**config.mk**
```make
export PLATFORM = sky130hd
export DESIGN_NAME = adc_control_and_flags
export DESIGN_NICKNAME = d
export VERILOG_FILES = /design/src/rtl/adc_ctrl_pkg.sv /design/src/rtl/adc_control_and_flags.sv
export SDC_FILE = /design/constraint.sdc
export NUM_CORES = 1
export LEC_CHECK = 0
export ABC_AREA = 1
export BUFFER_PORTS_ARGS = -buffer_cell sky130_fd_sc_hd__buf_2
export CAP_MARGIN = 20
export CELL_PAD_IN_SITES_DETAIL_PLACEMENT = 0
export CELL_PAD_IN_SITES_GLOBAL_PLACEMENT = 1
export CORE_ASPECT_RATIO = 0.7
export CORE_UTILIZATION = 35
export CTS_CLUSTER_DIAMETER = 120
export DETAILED_ROUTE_END_ITERATION = 8
export PLACE_DENSITY_LB_ADDON = 0.1
export RECOVER_POWER = 50
export SLEW_MARGIN = 30
export SYNTH_ARGS = -nofsm -noshare
export SYNTH_HDL_FRONTEND = slang
export SYNTH_SLANG_ARGS = --single-unit
```
**constraint.sdc**
```tcl
create_clock -name hclk -period 1.8 [get_ports hclk]
set_input_delay 0.09 -clock hclk [delete_from_list [all_inputs] [get_ports hclk]]
set_output_delay 0.09 -clock hclk [all_outputs]
set_load 0.01 [all_outputs]
```
**src/rtl/adc_ctrl_pkg.sv**
```systemverilog
// Constants and carrier types for the ADC control and flag block.
// Assumes one AHB-Lite slave; each 8-bit register sits in the low byte of a word.
package adc_ctrl_pkg;

	// Register indices; byte address is four times the index
	localparam logic [7:0] IDX_CURR_CTRL  = 8'he4;
	localparam logic [7:0] IDX_CURR_GAIN  = 8'he5;
	localparam logic [7:0] IDX_VOLT_CTRL  = 8'he6;
	localparam logic [7:0] IDX_FLAGS      = 8'he7;
	localparam logic [7:0] IDX_MASK       = 8'he8;
	localparam logic [7:0] IDX_LEVEL_LO   = 8'he9;
	localparam logic [7:0] IDX_LEVEL_HI   = 8'hea;

	// Reset values
	localparam logic [7:0] RST_CTRL       = 8'h00;
	localparam logic [7:0] RST_FLAGS      = 8'h00;

	// Writable / readable bits of each register
	localparam logic [7:0] WMASK_CURR_CTRL = 8'hbf;
	localparam logic [7:0] WMASK_CURR_GAIN = 8'h3f;
	localparam logic [7:0] WMASK_VOLT_CTRL = 8'hbf;
	localparam logic [7:0] WMASK_FLAGS     = 8'h37;
	localparam logic [7:0] WMASK_LEVEL_HI  = 8'h7f;

	// Field positions
	localparam int CONV_ON_BIT     = 7;
	localparam int CMP_MODE_LSB    = 4;
	localparam int SAMPLE_CNT_LSB  = 0;
	localparam int GAIN_LSB        = 3;
	localparam int DIAG_PULLUP_LSB = 1;
	localparam int DIAG_INPUT_BIT  = 0;
	localparam int REF_SEL_BIT     = 5;
	localparam int VDIAG_PULLUP_LSB = 3;
	localparam int CHANNEL_LSB     = 0;
	localparam int FLAG_VACC_BIT   = 5;
	localparam int FLAG_VINST_BIT  = 4;
	localparam int FLAG_RC_BIT     = 2;
	localparam int FLAG_CACC_BIT   = 1;
	localparam int FLAG_CINST_BIT  = 0;

	// Comparator modes
	localparam logic [1:0] CMP_OFF        = 2'h0;
	localparam logic [1:0] CMP_RESET_MODE = 2'h1;
	localparam logic [1:0] CMP_UPDOWN     = 2'h2;

	// Channels that borrow the other general input as signal ground
	localparam logic [2:0] CH_IN0_SIGNAL_GROUND    = 3'h1;
	localparam logic [2:0] CH_IN1_SIGNAL_GROUND    = 3'h2;

	typedef struct packed {
		logic       current_conv_on;
		logic [2:0] current_gain_code;
		logic [1:0] current_diag_pullup_sel;
		logic       current_diag_input_sel;
		logic       voltage_conv_on;
		logic       voltage_ref_sel;
		logic [1:0] voltage_diag_pullup_sel;
		logic [2:0] voltage_channel_sel;
		logic       input1_as_signal_ground;
		logic       input0_as_signal_ground;
	} adc_cfg_t;

	typedef struct packed {
		logic volt_accum_done;
		logic volt_instant_done;
		logic curr_accum_done;
		logic curr_instant_done;
	} adc_events_t;

endpackage : adc_ctrl_pkg
```
**src/rtl/adc_control_and_flags.sv**
```systemverilog
// Control registers, regular-current comparator and interrupt flags of a
// dual sigma-delta ADC front end, behind an AHB-Lite slave port.
// Assumes done strobes are one-cycle pulses on hclk, result level valid with them.
module adc_control_and_flags
	import adc_ctrl_pkg::*;
#(
	parameter int CNT_W = 5
) (
	input  wire logic        hclk,              // System clock
	input  wire logic        hresetn,           // Async reset, active low
	input  wire logic        hsel,              // Slave select
	input  wire logic [31:0] haddr,             // Byte address
	input  wire logic [1:0]  htrans,            // Transfer type
	input  wire logic        hwrite,            // Write when high
	input  wire logic [2:0]  hsize,             // Transfer size, word only
	input  wire logic [31:0] hwdata,            // Write data
	input  wire logic        hready,            // Bus ready
	output logic             hreadyout,         // Slave ready
	output logic             hresp,             // Always OKAY
	output logic [31:0]      hrdata,            // Read data
	input  wire adc_events_t done,              // Conversion-complete strobes
	input  wire logic [15:0] curr_accum_level,  // Accumulated current result
	input  wire logic        global_irq_en,     // Global interrupt enable bit
	input  wire logic [7:0]  vector_taken,      // Vector executed, per flag bit
	output adc_cfg_t         cfg,               // Converter configuration
	output logic [7:0]       irq_req            // Interrupt requests, per flag bit
);

	logic [7:0]       curr_ctrl_reg;
	logic [7:0]       curr_gain_reg;
	logic [7:0]       volt_ctrl_reg;
	logic [7:0]       flags_reg;
	logic [7:0]       mask_reg;
	logic [7:0]       level_lo_reg;
	logic [7:0]       level_hi_reg;
	logic             wr_pend_reg;
	logic [7:0]       wr_idx_reg;
	logic             rd_wait_reg;
	logic [7:0]       rd_idx_reg;
	logic [31:0]      hrdata_reg;
	logic [CNT_W-1:0] rc_cnt_reg;
	logic [CNT_W-1:0] rc_cnt_next;

	// Offsets above the register window are unmapped
	function automatic logic addr_ok(input logic [31:0] a);
		return (a[31:10] == 22'h000000) && (a[1:0] == 2'h0);
	endfunction : addr_ok

	function automatic logic [7:0] read_mux(
		input logic [7:0] idx,
		input logic [7:0] c0, c1, c2, fl, mk, lo, hi
	);
		case (idx)
			IDX_CURR_CTRL: return c0;
			IDX_CURR_GAIN: return c1;
			IDX_VOLT_CTRL: return c2;
			IDX_FLAGS:     return fl;
			IDX_MASK:      return mk;
			IDX_LEVEL_LO:  return lo;
			IDX_LEVEL_HI:  return hi;
			default:       return 8'h00;
		endcase
	endfunction : read_mux

	// Bus decode
	wire       take      = hsel & hready & htrans[1];
	wire       take_wr   = take & hwrite;
	wire       take_rd   = take & ~hwrite;
	wire [7:0] acc_idx   = addr_ok(haddr) ? haddr[9:2] : 8'h00;
	wire [7:0] wdat      = hwdata[7:0];
	wire       wr_c0     = wr_pend_reg & (wr_idx_reg == IDX_CURR_CTRL);
	wire       wr_c1     = wr_pend_reg & (wr_idx_reg == IDX_CURR_GAIN);
	wire       wr_c2     = wr_pend_reg & (wr_idx_reg == IDX_VOLT_CTRL);
	wire       wr_fl     = wr_pend_reg & (wr_idx_reg == IDX_FLAGS);
	wire       wr_mk     = wr_pend_reg & (wr_idx_reg == IDX_MASK);
	wire       wr_lo     = wr_pend_reg & (wr_idx_reg == IDX_LEVEL_LO);
	wire       wr_hi     = wr_pend_reg & (wr_idx_reg == IDX_LEVEL_HI);
	wire [7:0] rd_value  = read_mux(rd_idx_reg, curr_ctrl_reg, curr_gain_reg,
		volt_ctrl_reg, flags_reg, mask_reg, level_lo_reg, level_hi_reg);

	// Reads take one wait state so a write just ahead is already visible
	assign hreadyout = ~rd_wait_reg;
	assign hresp     = 1'b0;
	assign hrdata    = hrdata_reg;

	// Comparator
	wire [1:0]       cmp_mode   = curr_ctrl_reg[CMP_MODE_LSB +: 2];
	wire [15:0]      level      = {level_hi_reg, level_lo_reg};
	wire             cmp_active = (cmp_mode == CMP_RESET_MODE) ||
		(cmp_mode == CMP_UPDOWN);
	wire             above      = curr_accum_level > level;
	wire [CNT_W-1:0] target     = CNT_W'(curr_ctrl_reg[SAMPLE_CNT_LSB +: 4]) +
		CNT_W'(1);
	wire             rc_hit     = cmp_active & done.curr_accum_done & above &
		(rc_cnt_reg != target) & (rc_cnt_reg + CNT_W'(1) == target);

	always_comb begin
		rc_cnt_next = rc_cnt_reg;
		if (!cmp_active) begin
			rc_cnt_next = '0;
		end else if (done.curr_accum_done) begin
			if (above) begin
				if (rc_cnt_reg != target)
					rc_cnt_next = rc_cnt_reg + CNT_W'(1);
			end else if (cmp_mode == CMP_RESET_MODE) begin
				rc_cnt_next = '0;
			end else if (rc_cnt_reg != '0) begin
				rc_cnt_next = rc_cnt_reg - CNT_W'(1);
			end
		end
	end

	// Flag events, clears and next value; a set beats a clear in the same cycle
	wire [7:0] flag_set = (8'(done.volt_accum_done)   << FLAG_VACC_BIT) |
		(8'(done.volt_instant_done) << FLAG_VINST_BIT) |
		(8'(rc_hit)                 << FLAG_RC_BIT) |
		(8'(done.curr_accum_done)   << FLAG_CACC_BIT) |
		(8'(done.curr_instant_done) << FLAG_CINST_BIT);
	wire [7:0] flag_clr = (wr_fl ? wdat : 8'h00) | vector_taken;
	wire [7:0] flags_next = ((flags_reg & ~flag_clr) | flag_set) & WMASK_FLAGS;

	assign irq_req = flags_reg & mask_reg & {8{global_irq_en}};

	always_ff @(posedge hclk or negedge hresetn) begin
		if (!hresetn) begin
			wr_pend_reg <= 1'b0;
			wr_idx_reg  <= 8'h00;
			rd_wait_reg <= 1'b0;
			rd_idx_reg  <= 8'h00;
			hrdata_reg  <= 32'h00000000;
		end else begin
			wr_pend_reg <= take_wr;
			wr_idx_reg  <= acc_idx;
			rd_wait_reg <= take_rd;
			rd_idx_reg  <= acc_idx;
			if (rd_wait_reg)
				hrdata_reg <= {24'h000000, rd_value};
		end
	end

	always_ff @(posedge hclk or negedge hresetn) begin
		if (!hresetn) begin
			curr_ctrl_reg <= RST_CTRL;
			curr_gain_reg <= RST_CTRL;
			volt_ctrl_reg <= RST_CTRL;
			mask_reg      <= RST_CTRL;
			level_lo_reg  <= RST_CTRL;
			level_hi_reg  <= RST_CTRL;
		end else begin
			if (wr_c0)
				curr_ctrl_reg <= wdat & WMASK_CURR_CTRL;
			if (wr_c1)
				curr_gain_reg <= wdat & WMASK_CURR_GAIN;
			if (wr_c2)
				volt_ctrl_reg <= wdat & WMASK_VOLT_CTRL;
			if (wr_mk)
				mask_reg <= wdat & WMASK_FLAGS;
			if (wr_lo)
				level_lo_reg <= wdat;
			if (wr_hi)
				level_hi_reg <= wdat & WMASK_LEVEL_HI;
		end
	end

	always_ff @(posedge hclk or negedge hresetn) begin
		if (!hresetn) begin
			flags_reg  <= RST_FLAGS;
			rc_cnt_reg <= '0;
		end else begin
			flags_reg  <= flags_next;
			rc_cnt_reg <= rc_cnt_next;
		end
	end

	// Configuration to the analog cores, straight from the registers
	wire [2:0] chan = volt_ctrl_reg[CHANNEL_LSB +: 3];
	assign cfg.current_conv_on         = curr_ctrl_reg[CONV_ON_BIT];
	assign cfg.current_gain_code       = curr_gain_reg[GAIN_LSB +: 3];
	assign cfg.current_diag_pullup_sel = curr_gain_reg[DIAG_PULLUP_LSB +: 2];
	assign cfg.current_diag_input_sel  = curr_gain_reg[DIAG_INPUT_BIT];
	assign cfg.voltage_conv_on         = volt_ctrl_reg[CONV_ON_BIT];
	assign cfg.voltage_ref_sel         = volt_ctrl_reg[REF_SEL_BIT];
	assign cfg.voltage_diag_pullup_sel = volt_ctrl_reg[VDIAG_PULLUP_LSB +: 2];
	assign cfg.voltage_channel_sel     = chan;
	assign cfg.input1_as_signal_ground = (chan == CH_IN0_SIGNAL_GROUND);
	assign cfg.input0_as_signal_ground = (chan == CH_IN1_SIGNAL_GROUND);

endmodule : adc_control_and_flags

```
Word-level counts from Yosys, hierarchy flattened
Cells that the tools add are included.

storage, ports and cells
  bits in writable memories = 0
  latch bits = 0
  memories kept = 0
  output and inout bits = 58
  input bits = 103
  flip-flop bits (word level) = 68
  memory bits (read-only) = 0

cells by class
  bitwise gates (word level) = 27
  shift-type cells = 0
  div/mod/pow operators = 0
  equality and inequality tests = 16
  magnitude comparators = 1
  muxes and demuxes = 9
  multipliers = 0
  add/subtract/negate cells = 3
  reductions and logical operators = 6

operators by type and width
  kind                                                 number
  equality test 8 bit, second input constant           7
  one-hot mux 8 bit (7 select lines)                   1
  two-way mux 5 bit                                    6
  logical NOT 22 bit                                   1
  greater-than comparator 16 x 15 -> 1 bit             1
  AND 1 bit                                            15
  AND 6 bit                                            2
  OR 6 bit                                             2
  AND 6 x 8 -> 8 bit                                   1
  two-way mux 8 bit                                    1
  two-way mux 6 bit                                    1
  NOT 6 bit                                            1
  OR 6 x 1 -> 6 bit                                    1
  OR 6 x 2 -> 6 bit                                    1
  OR 6 x 3 -> 6 bit                                    1
  OR 6 x 5 -> 6 bit                                    1
  adder 4 x 1 -> 5 bit, second input constant          1
  adder 5 x 1 -> 5 bit, second input constant          1
  equality test 5 bit                                  1
  != test 5 bit                                        1
  nonzero test 5 bit                                   1
  subtractor 5 x 1 -> 5 bit, second input constant     1
  != test 4 x 1 -> 1 bit, second input constant        1
  equality test 3 x 1 -> 1 bit, second input constant  1
  10 further kinds                                     11

Logic depth before layout (Yosys ltp)
Gate-level depths: netlist of run 1.

  word-level depth = 10
  depth in mapped cells = 17
  gate-level depth less buffers = 17

Worst setup path after synthesis of run 1
No wires, ideal clock.

  path kind = register to register
  start point = reg curr_ctrl_reg[0]
  end point = reg rc_cnt_reg[4]
  stages on the path, launching flop included = 13
  path buffers = 0
  setup slack = 0.179 ns
  data required time = 1.683 ns
  arrival time = 1.505 ns
  library setup time = 0.117 ns
  cell sequence = dfrtp_1 > ha_1 > inv_1 > nand2_1 > nand2_1 > nor2_1 > nand4_2 > nor2_2 > nand3_2 > nand3_4 > nand2_4 > nand2_1 > nand2_1

on the way
  longest elaborated chain between the ends = 4

RTL lines
  element                           RTL line                      RTL
  start, declared                   adc_control_and_flags.sv:29   logic [7:0] curr_ctrl_reg;
  start signal, assigned            adc_control_and_flags.sv:151  curr_ctrl_reg <= wdat & WMASK_CURR_CTRL;
  adder 4 x 1 -> 5 bit              adc_control_and_flags.sv:92   wire [CNT_W-1:0] target = CNT_W'(curr_ctrl_reg[SAMPLE_CNT_LSB +: 4]) +
  != test 5 bit                     adc_control_and_flags.sv:103  if (rc_cnt_reg != target)
  != test 3 x 2 -> 1 bit (no line)  -
  AND reduction 3 bit (no line)     -
  end signal, assigned              adc_control_and_flags.sv:171  rc_cnt_reg <= rc_cnt_next;
  end, declared                     adc_control_and_flags.sv:41   logic [CNT_W-1:0] rc_cnt_reg;

No other way between the ends.
A chain may end at the register's enable or synchronous reset.

Worst setup path after layout of run 1
  start point = reg level_hi_reg[6]
  end point = reg rc_cnt_reg[4]

on the way
  longest elaborated chain between the ends = 4

RTL lines
  element                                     RTL line                      RTL
  start, declared                             adc_control_and_flags.sv:35   logic [7:0] level_hi_reg;
  start signal, assigned                      adc_control_and_flags.sv:161  level_hi_reg <= wdat & WMASK_LEVEL_HI;
  greater-than comparator 16 x 15 -> 1 bit *  adc_control_and_flags.sv:91   wire above = curr_accum_level > level;
  two-way mux 5 bit                           adc_control_and_flags.sv:102  if (above) begin
  two-way mux 5 bit                           adc_control_and_flags.sv:101  end else if (done.curr_accum_done) begin
  two-way mux 5 bit                           adc_control_and_flags.sv:99   if (!cmp_active) begin

Mark *: on every way between the ends. The rest lies on a longest branch, timed or not. The select of a mux whose other input is x is not followed.

==> results.sh, run 1 <==
export IMPL_status="finished, final reports clean"
export IMPL_power_total_mw=3.656
export IMPL_crit_type="flip-flop to flip-flop"
export IMPL_synth_top_area_frac=0.4078
export IMPL_worst_slew_pin_slew_ns=0.9359
export IMPL_p_leak_nw=3.058
export IMPL_drive_above_1_share=0.2824
export IMPL_die_w_um=132.5
export IMPL_synthCells=532
export IMPL_area_delta_synth_final_pct=31.06
export IMPL_slew_violations=0
export IMPL_grt_pass1_vias=3734
export IMPL_io_buffers=101
export IMPL_vias_per_cell=4.654
export IMPL_cts_root_buf="clkbuf_16"
export IMPL_finalWorstPathRequiredPeriod_ns=1.770
export IMPL_core_um2=11290
export IMPL_final_nets=799
export IMPL_wl_per_cell_um=14.62
export IMPL_antenna_found_initial=0
export IMPL_end_kind="flip-flop"
export IMPL_rsz0062_at_grt="true"
export IMPL_ys_warn_count=0
export IMPL_synthArstFlopShare=1.000
export IMPL_hold_viol=0
export IMPL_powerDensity_nw_per_um2=668.5
export IMPL_path_clk_slew_ns=0.05
export IMPL_syn_area_per_cell_um2=7.844
export IMPL_cp_top_family="simple AND/OR/NAND/NOR gates"
export IMPL_clk_latency_ns=0.34
export IMPL_track_usage=0.2076
export IMPL_synth_seq_cells=68
export IMPL_synthDistinctLibCells=38
export IMPL_holdWs_ns=0.01152
export IMPL_cp_max_fo=6
export IMPL_ys_top_cells_by_count="nand2_1, dfrtp_1, inv_1, o21ai_1"
export IMPL_yosys_most_used_dff="dfrtp_1"
export IMPL_ir_drop_mv=0.5683
export IMPL_antenna_cells=0
export IMPL_row_count=32
export IMPL_clock_skew_final_ns=0.01160
export IMPL_numPlacedInstances=799
export IMPL_seq_area_frac_synth=0.4078
export IMPL_drtPass1Iterations=5
export IMPL_worstPathCellList="inv_2 > ha_4 > nand4_1 > nor2_4 > nand2_2 > nand2_4 > buf_6 > nand3_4 > nand3_4 > nand2_4 > nand2_1 > nand2_1"
export IMPL_antenna_left=0
export IMPL_initial_core_util=0.3696
export IMPL_io_pins=161
export IMPL_finalSetupTns_ns=0
export IMPL_via_count=3877
export IMPL_grt_overflow_total=0
export IMPL_grt_pass1_wl_mm=19.48
export IMPL_gp_congestion=0.8533
export IMPL_grt_max_degree=69
export IMPL_synth_edf_count=0
export IMPL_yosysMostFrequentCell="nand2_1"
export IMPL_critPathRequiredTime_ns=2.02
export IMPL_cts_tree="built"
export IMPL_fin_area_um2=5469
export IMPL_hold_class="primary input to flip-flop"
export IMPL_wl_mm=12.18
export IMPL_synthTopCellsByArea="dfrtp_1, nand2_1, inv_1"
export IMPL_setup_worst_path_start_class="flip-flop"
export IMPL_fp_dieH_um=93.36
export IMPL_max_stage_delay_ns=0.36
export IMPL_synth_top_cell_by_area="dfrtp_1"
export IMPL_path_buf_inv=2
export IMPL_cts_max_path_buffers=2
export IMPL_post_route_period_util=0.9834
export IMPL_drtIter0Drc=160
export IMPL_dp_hpwl_mm=9.405
export IMPL_fin_cells=833
export IMPL_crit_arrival_ns=1.99
export IMPL_die_area_um2=12370
export IMPL_cts_htree_levels=3
export IMPL_cap_violations=0
export IMPL_cts_sinks=68
export IMPL_slew_headroom=0.3761
export IMPL_drc=0
export IMPL_placed_area_um2=4887
export IMPL_clock_fmax_mhz=564.9
export IMPL_cp_slowest_cell="dfrtp_1"
export IMPL_cts_buffers=9
export IMPL_setup_viol=0
export IMPL_synth_cell_area_um2=4173
what timing repair did:
item / in CTS / in global routing
endpoints found under the setup margin: 5 / 6
hold endpoints to repair: 81 / 0
hold buffers: 13 / 0
pin swaps: 8 / 8
cloned: 0 / 0
gates resized for setup: 12 / 18
setup buffers: 1 / 5
placed cells by master, fill, tap and decap left out, drive strengths merged:
cell         count
o221ai           3
o21ai           53
nand4            9
xnor2            1
a211oi           2
nand3b           1
nor2            36
ha              20
nor3             7
dfrtp           68
clkinv           3
o2111ai          1
xor2             5
bufinv           2
a21o             5
nand2          140
o211ai           1
nor4             6
inv             76
nand3           37
conb            28
clkbuf          22
a21oi           15
o22ai            5
dlygate4sd3     13
clkinvlp         1
buf            120
power breakdown:
group          switching [mW]  leakage (nW)  total (mW)  internal (mW)
clock network           0.632         0.148        1.83           1.20
logic                   0.164          2.18       0.280          0.116
registers             0.00710         0.728        1.54           1.54
per-layer routing:
layer | track usage | routed length, um | vias up | part of all wire
li1 | - | - | 1961 | -
met1 | 0.3165 | 6315 | 1776 | 0.52
met2 | 0.2961 | 4969 | 132 | 0.41
met3 | 0.04336 | 816 | 8 | 0.067
met4 | 0.04693 | 76 | 0 | 0.0062
met5 | 0 | 0 | - | 0
through the flow:
step	util	worst slack [ns]
global route	0.4844	-0.1155
global placement	0.4328	-0.03257
CTS	0.4775	0.0008313
finish	0.4844	0.02981
detailed placement	0.4328	-0.05834
floorplan	-	0.1787
final timing paths:
path                                  from  cells after the start  slack, ns              end
min reg2reg                      hrdata[3]                      2       0.48        hrdata[3]
max in group asynchronous          hresetn                      3       0.66  level_lo_reg[3]
max                        level_hi_reg[6]                     12       0.03    rc_cnt_reg[4]
max reg2reg                level_hi_reg[6]                     12       0.03    rc_cnt_reg[4]
min                                 hready                      3       0.01      wr_pend_reg
min in group asynchronous          hresetn                      3       0.55        hrdata[4]
kinds of logic after synthesis:
kind of cell	count (synthesis)	synth area share
other cells	1	0.0008987
simple gates	236	0.2696
xor+xnor	6	0.01259
buf+inv	116	0.1373
compound gates	85	0.1118
fa+ha+maj	20	0.05997
flops	68	0.4078
worst register-to-register path, cell delays in order, from the launching register on:
cell	delay, ns
dfrtp_1	0.36
inv_2	0.06
ha_4	0.27
nand4_1	0.17
nor2_4	0.19
nand2_2	0.08
nand2_4	0.09
buf_6	0.11
nand3_4	0.06
nand3_4	0.10
nand2_4	0.08
nand2_1	0.06
nand2_1	0.04
layout make-up:
type,count,area [um2]
clock inverters,5,77.57
fillers,1171,5822
clock buffers,10,229.0
flip-flops and latches,68,1702
well taps,153,191.4
inverters,77,289.0
multi-input cells,375,2115
repair buffers,145,865.8
Note: power is estimated with default switching activity, not from simulation.
==> inputs of run 2 (changes only) <==
--- a/config.mk
+++ b/config.mk
@@ -14,7 +14,7 @@
 export CORE_UTILIZATION = 35
 export CTS_CLUSTER_DIAMETER = 120
 export DETAILED_ROUTE_END_ITERATION = 8
-export PLACE_DENSITY_LB_ADDON = 0.1
+export PLACE_DENSITY = 0.84
 export RECOVER_POWER = 50
 export SLEW_MARGIN = 30
 export SYNTH_ARGS = -nofsm -noshare
==> results.sh, run 2 (synthesis results as in run 1) <==
export IMPL_hold_class="primary input to flip-flop"
export IMPL_die_area_um2=12370
export IMPL_finalWorstPathRequiredPeriod_ns=1.793
export IMPL_cap_violations=0
export IMPL_drt_met1_wl_mm=5.833
export IMPL_rsz0062_at_grt="true"
export IMPL_io_buffers=101
export IMPL_die_w_um=132.5
export IMPL_fillCellCount=1104
export IMPL_clock_skew_final_ns=0.006649
export IMPL_cts_root_buf="clkbuf_16"
export IMPL_final_common_cell="nand2_1"
export IMPL_status="finished, final reports clean"
export IMPL_clk_latency_ns=0.34
export IMPL_area_delta_synth_final_pct=31.51
export IMPL_grt_overflow_total=0
export IMPL_slew_headroom=0.06295
export IMPL_setup_viol=0
export IMPL_dp_hpwl_mm=9.026
export IMPL_worst_slew_pin_slew_ns=1.406
export IMPL_top_layer="met4"
export IMPL_grt_pass1_vias=3639
export IMPL_ir_drop_mv=0.5034
export IMPL_critPathRequiredTime_ns=2.08
export IMPL_drtPass1Iterations=7
export IMPL_final_nets=793
export IMPL_post_route_period_util=0.9961
export IMPL_setup_worst_path_start_class="flip-flop"
export IMPL_cts_tree="built"
export IMPL_antenna_left=0
export IMPL_antenna_cells=0
export IMPL_critPathLaunch="level_hi_reg[2]"
export IMPL_r2r_setup_slack_ns=0.007
export IMPL_grt_pass1_wl_mm=18.66
export IMPL_via_count=4004
export IMPL_clock_fmax_mhz=557.7
export IMPL_p_leak_nw=3.055
export IMPL_crit_path_end="rc_cnt_reg[1]"
export IMPL_drc=0
export IMPL_slew_violations=0
export IMPL_rr_endpoint="rc_cnt_reg[1]"
export IMPL_wl_per_cell_um=14.17
export IMPL_core_um2=11290
export IMPL_grt_max_degree=28
export IMPL_antenna_found_initial=0
export IMPL_cts_max_path_buffers=2
export IMPL_crit_type="flip-flop to flip-flop"
export IMPL_finalSetupTns_ns=0
export IMPL_routed_wl_met3_um=916
export IMPL_row_count=32
export IMPL_r2r_cells=12
export IMPL_hold_viol=0
export IMPL_cts_buffers=9
export IMPL_vias_per_cell=4.836
export IMPL_power_total_mw=3.795
export IMPL_track_usage=0.1970
export IMPL_io_pins=161
export IMPL_end_kind="flip-flop"
export IMPL_powerDensity_nw_per_um2=691.6
export IMPL_crit_arrival_ns=2.07
export IMPL_dr_wl_met2_mm=4.854
export IMPL_wl_mm=11.73
export IMPL_cts_sinks=68
export IMPL_cp_max_fo=6
export IMPL_initial_core_util=0.3696
export IMPL_hp_start="hready"
export IMPL_reg2reg_from="level_hi_reg[2]"
export IMPL_gp_congestion=0.8296
export IMPL_fp_dieH_um=93.36
export IMPL_cts_htree_levels=3
export IMPL_final_cell_mix="nand2_1, buf_2, dfrtp_1"
export IMPL_drive_above_1_share=0.2919
export IMPL_path_clk_slew_ns=0.06
export IMPL_drtIter0Drc=307
run 2: changes by cell type in the layout (fill, tap and decap cells not counted), sizes merged:
cell / before / now
clkinv: 3 / 1
buf: 120 / 118
clkbuf: 22 / 18
inv: 76 / 79
run 2: layout make-up:
| type | instances | area [um2] | share of cell area |
|---|---|---|---|
| inverter | 77 | 289.0 | 0.05267 |
| clock buffer | 10 | 239.0 | 0.04355 |
| tap | 153 | 191.4 | 0.03488 |
| clock inverter | 6 | 93.84 | 0.01710 |
| timing repair buffer | 139 | 825.8 | 0.1505 |
| multi-input combinational | 375 | 2147 | 0.3912 |
| sequential | 68 | 1702 | 0.3101 |
run 2: where the power goes:
part / total (mW) / switching, mW / leakage (nW) / internal [mW]
clock network: 1.97 / 0.701 / 0.160 / 1.26
logic: 0.286 / 0.167 / 2.17 / 0.119
registers: 1.54 / 0.00763 / 0.728 / 1.54
total: 3.80 / 0.876 / 3.06 / 2.92
run 2: through the flow:
stage | setup WS (ns) | util | hold WS, ns | instances | area [um2]
after floorplan | 0.1787 | - | -0.2056 | 559 | 4274
final | 0.007066 | 0.4860 | 0.01319 | 828 | 5488
after CTS | 0.002562 | 0.4736 | 0.009283 | 824 | 5348
after detailed placement | -0.02909 | 0.4306 | 0.1358 | 794 | 4862
after global routing | -0.1100 | 0.4860 | 0.03533 | 828 | 5488
after global placement | -0.007220 | 0.4306 | 0.1291 | 794 | 4862
run 2: timing repair:
item	in CTS	in global routing
setup endpoints to repair	6	6
pin swaps	4	13
cloned	0	0
setup buffers	1	4
resized for setup	8	25
hold buffers	13	0
hold endpoints to repair	33	0
run 2: critical path, cell delays in order (launching register included):
cell and delay (ns):
dfrtp_1 0.34, inv_1 0.08, ha_1 0.30, nand4_1 0.12
nor2_2 0.19, nand2_1 0.09, nand2_2 0.13, nand2_4 0.09
nand2_4 0.07, nand3_4 0.10, nand2_4 0.12, nand2_1 0.06
nand2_1 0.05
run 2: metal layers:
metal | track usage | vias up
li1 | - | 1955
met3 | 0.04607 | 9
met5 | 0 | -
met4 | 0.04885 | 0
met1 | 0.2955 | 1894
met2 | 0.2807 | 146
run 2: how the worst min path moves through the flow:
stage | to | slack (ns) | cells past startpoint
2_1_floorplan | curr_ctrl_reg[0] | -0.21 | 0
3_3_place_gp | level_lo_reg[1] | 0.13 | 1
3_5_place_dp | level_hi_reg[2] | 0.14 | 1
4_1_cts | wr_pend_reg | 0.009 | 3
5_1_grt | wr_pend_reg | 0.04 | 3
6_report | wr_pend_reg | 0.01 | 3
==> inputs of run 3 (changes only) <==
--- a/config.mk
+++ b/config.mk
@@ -5,16 +5,13 @@
 export SDC_FILE = /design/constraint.sdc
 export NUM_CORES = 1
 export LEC_CHECK = 0
-export ABC_AREA = 1
 export BUFFER_PORTS_ARGS = -buffer_cell sky130_fd_sc_hd__buf_2
 export CAP_MARGIN = 20
-export CELL_PAD_IN_SITES_DETAIL_PLACEMENT = 0
-export CELL_PAD_IN_SITES_GLOBAL_PLACEMENT = 1
 export CORE_ASPECT_RATIO = 0.7
 export CORE_UTILIZATION = 35
 export CTS_CLUSTER_DIAMETER = 120
 export DETAILED_ROUTE_END_ITERATION = 8
-export PLACE_DENSITY = 0.84
+export PLACE_DENSITY = 0.64
 export RECOVER_POWER = 50
 export SLEW_MARGIN = 30
 export SYNTH_ARGS = -nofsm -noshare
==> results.sh, run 3 <==
export IMPL_status="finished with violations"
export IMPL_violations="setup timing"
export IMPL_final_common_cell="buf_2"
export IMPL_cts_sinks=68
export IMPL_synth_area_mux_share=0.1228
export IMPL_end_kind="flip-flop"
export IMPL_p_leak_nw=2.820
export IMPL_cts_buffers=9
export IMPL_grt_overflow_total=0
export IMPL_powerDensity_nw_per_um2=850.3
export IMPL_grt_util_met2=0.3020
export IMPL_synth_top_area_frac=0.4144
export IMPL_fp_dieH_um=92.63
export IMPL_slew_headroom=0.3698
export IMPL_critPathLaunch="level_hi_reg[5]"
export IMPL_wl_mm=11.87
export IMPL_final_nets=694
export IMPL_synthDistinctLibCells=63
export IMPL_synthTopCellsByArea="dfrtp_1, mux2_2, ha_1"
export IMPL_core_um2=11210
export IMPL_wl_per_cell_um=16.28
export IMPL_cp_max_fo=8
export IMPL_cp_slowest_cell="a2111o_1"
export IMPL_r2r_setup_slack_ns=-0.58
export IMPL_rsz0062_at_grt="true"
export IMPL_area_delta_synth_final_pct=40.95
export IMPL_ir_drop_mv=0.4466
export IMPL_ys_warn_count=0
export IMPL_drtIter0Drc=210
export IMPL_hold_viol=0
export IMPL_synth_xor_area_frac=0.02559
export IMPL_path_clk_slew_ns=0.05
export IMPL_cp_top_family="compound AO/OA/AOI/OAI gates"
export IMPL_antenna_found_initial=0
export IMPL_fin_area_um2=5788
export IMPL_gp_congestion=0.8255
export IMPL_fillCellCount=1063
export IMPL_hold_end="level_lo_reg[7]"
export IMPL_multi_input_area_um2=2327
export IMPL_worstPathCellList="inv_1 > ha_1 > nand4b_1 > a2111o_1 > a31oi_4 > mux2_4 > o22ai_2 > o211ai_1"
export IMPL_ys_top_cells_by_count="dfrtp_1, mux2_2, buf_4, inv_1, nand2_1"
export IMPL_crit_type="flip-flop to flip-flop"
export IMPL_crit_arrival_ns=2.58
export IMPL_cts_max_path_buffers=2
export IMPL_hp_start="hwdata[7]"
export IMPL_yosys_area_share_simple=0.1463
export IMPL_holdWs_ns=0.01891
export IMPL_max_stage_delay_ns=0.48
export IMPL_track_usage=0.2039
export IMPL_grt_pass1_vias=3615
export IMPL_grt_pass1_wl_mm=18.83
export IMPL_yosysMostFrequentCell="dfrtp_1"
export IMPL_synth_edf_count=0
export IMPL_placed_area_um2=5076
export IMPL_synthCells=400
export IMPL_row_count=32
export IMPL_finalWorstPathRequiredPeriod_ns=2.377
export IMPL_io_buffers=101
export IMPL_path_buf_inv=1
export IMPL_synth_cell_area_um2=4106
export IMPL_initial_core_util=0.3663
export IMPL_setup_viol=7
export IMPL_cts_root_buf="clkbuf_16"
export IMPL_syn_area_per_cell_um2=10.27
export IMPL_drtPass1Iterations=4
export IMPL_cts_tree="built"
export IMPL_hold_class="primary input to flip-flop"
export IMPL_drc=0
export IMPL_clock_skew_final_ns=0.006146
export IMPL_final_cell_mix="buf_2, dfrtp_1, buf_4"
export IMPL_io_pins=161
export IMPL_die_w_um=131.5
export IMPL_globalRouteMet3Util=0.05255
export IMPL_busiest_layer="met2"
export IMPL_grtUsageMet1=0.2990
export IMPL_synth_top_cell_by_area="dfrtp_1"
export IMPL_clock_fmax_mhz=420.7
export IMPL_r2r_cells=8
export IMPL_dp_hpwl_mm=8.963
export IMPL_worstHoldPathCells=3
export IMPL_grt_max_degree=69
export IMPL_synth_top_family_by_area="simple AND/OR/NAND/NOR gates"
export IMPL_worst_slew_pin_slew_ns=0.9453
export IMPL_cts_htree_levels=3
export IMPL_setup_worst_path_start_class="flip-flop"
export IMPL_worst_slack_ns=-0.5770
export IMPL_drive_above_1_share=0.4531
export IMPL_antenna_cells=0
export IMPL_post_route_period_util=1.321
export IMPL_reg2reg_from="level_hi_reg[5]"
export IMPL_synth_compound_area_share=0.1338
export IMPL_rr_endpoint="rc_cnt_reg[2]"
export IMPL_critPathRequiredTime_ns=2.01
export IMPL_preCtsSetupSlack_ns=-0.5728
export IMPL_synthArstFlopShare=1.000
export IMPL_die_area_um2=12180
export IMPL_synth_seq_cells=68
export IMPL_slew_violations=0
export IMPL_via_count=3632
export IMPL_synthAdderAreaFrac=0.06094
export IMPL_clk_latency_ns=0.33
export IMPL_yosys_most_used_dff="dfrtp_1"
export IMPL_ff_latch_area_um2=1703
export IMPL_vias_per_cell=4.982
export IMPL_crit_cells=8
export IMPL_seq_area_frac_synth=0.4144
export IMPL_cap_violations=0
export IMPL_antenna_left=0
==> run 3: cell count changes after synthesis, moves of 6 or more <==
cell       change
a21oi_1        -6
a22oi_1        +7
and2_1         +8
and3_1         +9
inv_1         -39
inv_2          -9
mux2_2        +35
nand2_1      -100
nand2_2       -11
nand3_1       -20
nor2_1        -11
o21ai_1       -32
o2bb2ai_1      +7
==> run 3: report_power, final <==
part | total (mW) | switching [mW] | leakage [nW] | internal, mW
clock | 1.96 | 0.636 | 0.169 | 1.32
combinational | 1.27 | 0.630 | 1.82 | 0.638
sequential | 1.70 | 0.0807 | 0.836 | 1.62
total | 4.92 | 1.35 | 2.82 | 3.58
==> run 3: how the worst max path moves through the flow <==
| stage | to |
|---|---|
| after floorplan | rc_cnt_reg[0] |
| after global placement | rc_cnt_reg[0] |
| after detailed placement | rc_cnt_reg[2] |
| after CTS | rc_cnt_reg[2] |
| after global routing | rc_cnt_reg[2] |
| final | rc_cnt_reg[2] |
==> run 3: cell type report <==
| class | instances | share of cell area |
|---|---|---|
| multi-input cells | 287 | 0.4021 |
| flip-flops and latches | 68 | 0.2942 |
| repair buffers | 176 | 0.1937 |
| clock buffers | 12 | 0.04604 |
| well taps | 153 | 0.03307 |
| inverters | 29 | 0.01881 |
| clock inverters | 4 | 0.01211 |
==> run 3: per-stage QoR <==
step / power, mW / setup TNS [ns] / std cells / util
floorplan: 2.433 / -1.783 / 427 / -
global placement: 2.876 / -2.556 / 693 / 0.4528
detailed placement: 2.900 / -3.304 / 693 / 0.4528
CTS: 4.941 / -2.492 / 726 / 0.5039
global route: 5.155 / -4.062 / 729 / 0.5163
finish: 4.922 / -2.977 / 729 / 0.5163
==> run 3: logic make-up after synthesis <==
group                      count (synthesis)
muxes                                     43
DFF                                       68
xor gates and xnor gates                  12
adders and majority gates                 20
other                                      1
AOI/OAI and AO/OA                         74
buffers and inverters                     72
and+or+nand+nor                          110
==> run 3: worst min-delay path, stage by stage <==
cell and delay [ns]:
buf_2 0.11, nand2_1 0.05, o21ai_0 0.06
==> run 3: layer usage <==
| metal | vias up | wire [um] |
|---|---|---|
| met5 | - | 0 |
| li1 | 1731 | - |
| met1 | 1755 | 5894 |
| met2 | 140 | 5124 |
| met3 | 6 | 797 |
| met4 | 0 | 52 |
==> run 3: repair_timing <==
| action | 4_1_cts | 5_1_grt |
|---|---|---|
| endpoints found under the setup margin | 14 | 43 |
| hold buffers | 14 | 0 |
| buffers inserted | 3 | 4 |
| pin swaps | 6 | 16 |
| gates cloned | 0 | 0 |
| hold endpoints to repair | 82 | 0 |
| resized for setup | 12 | 28 |
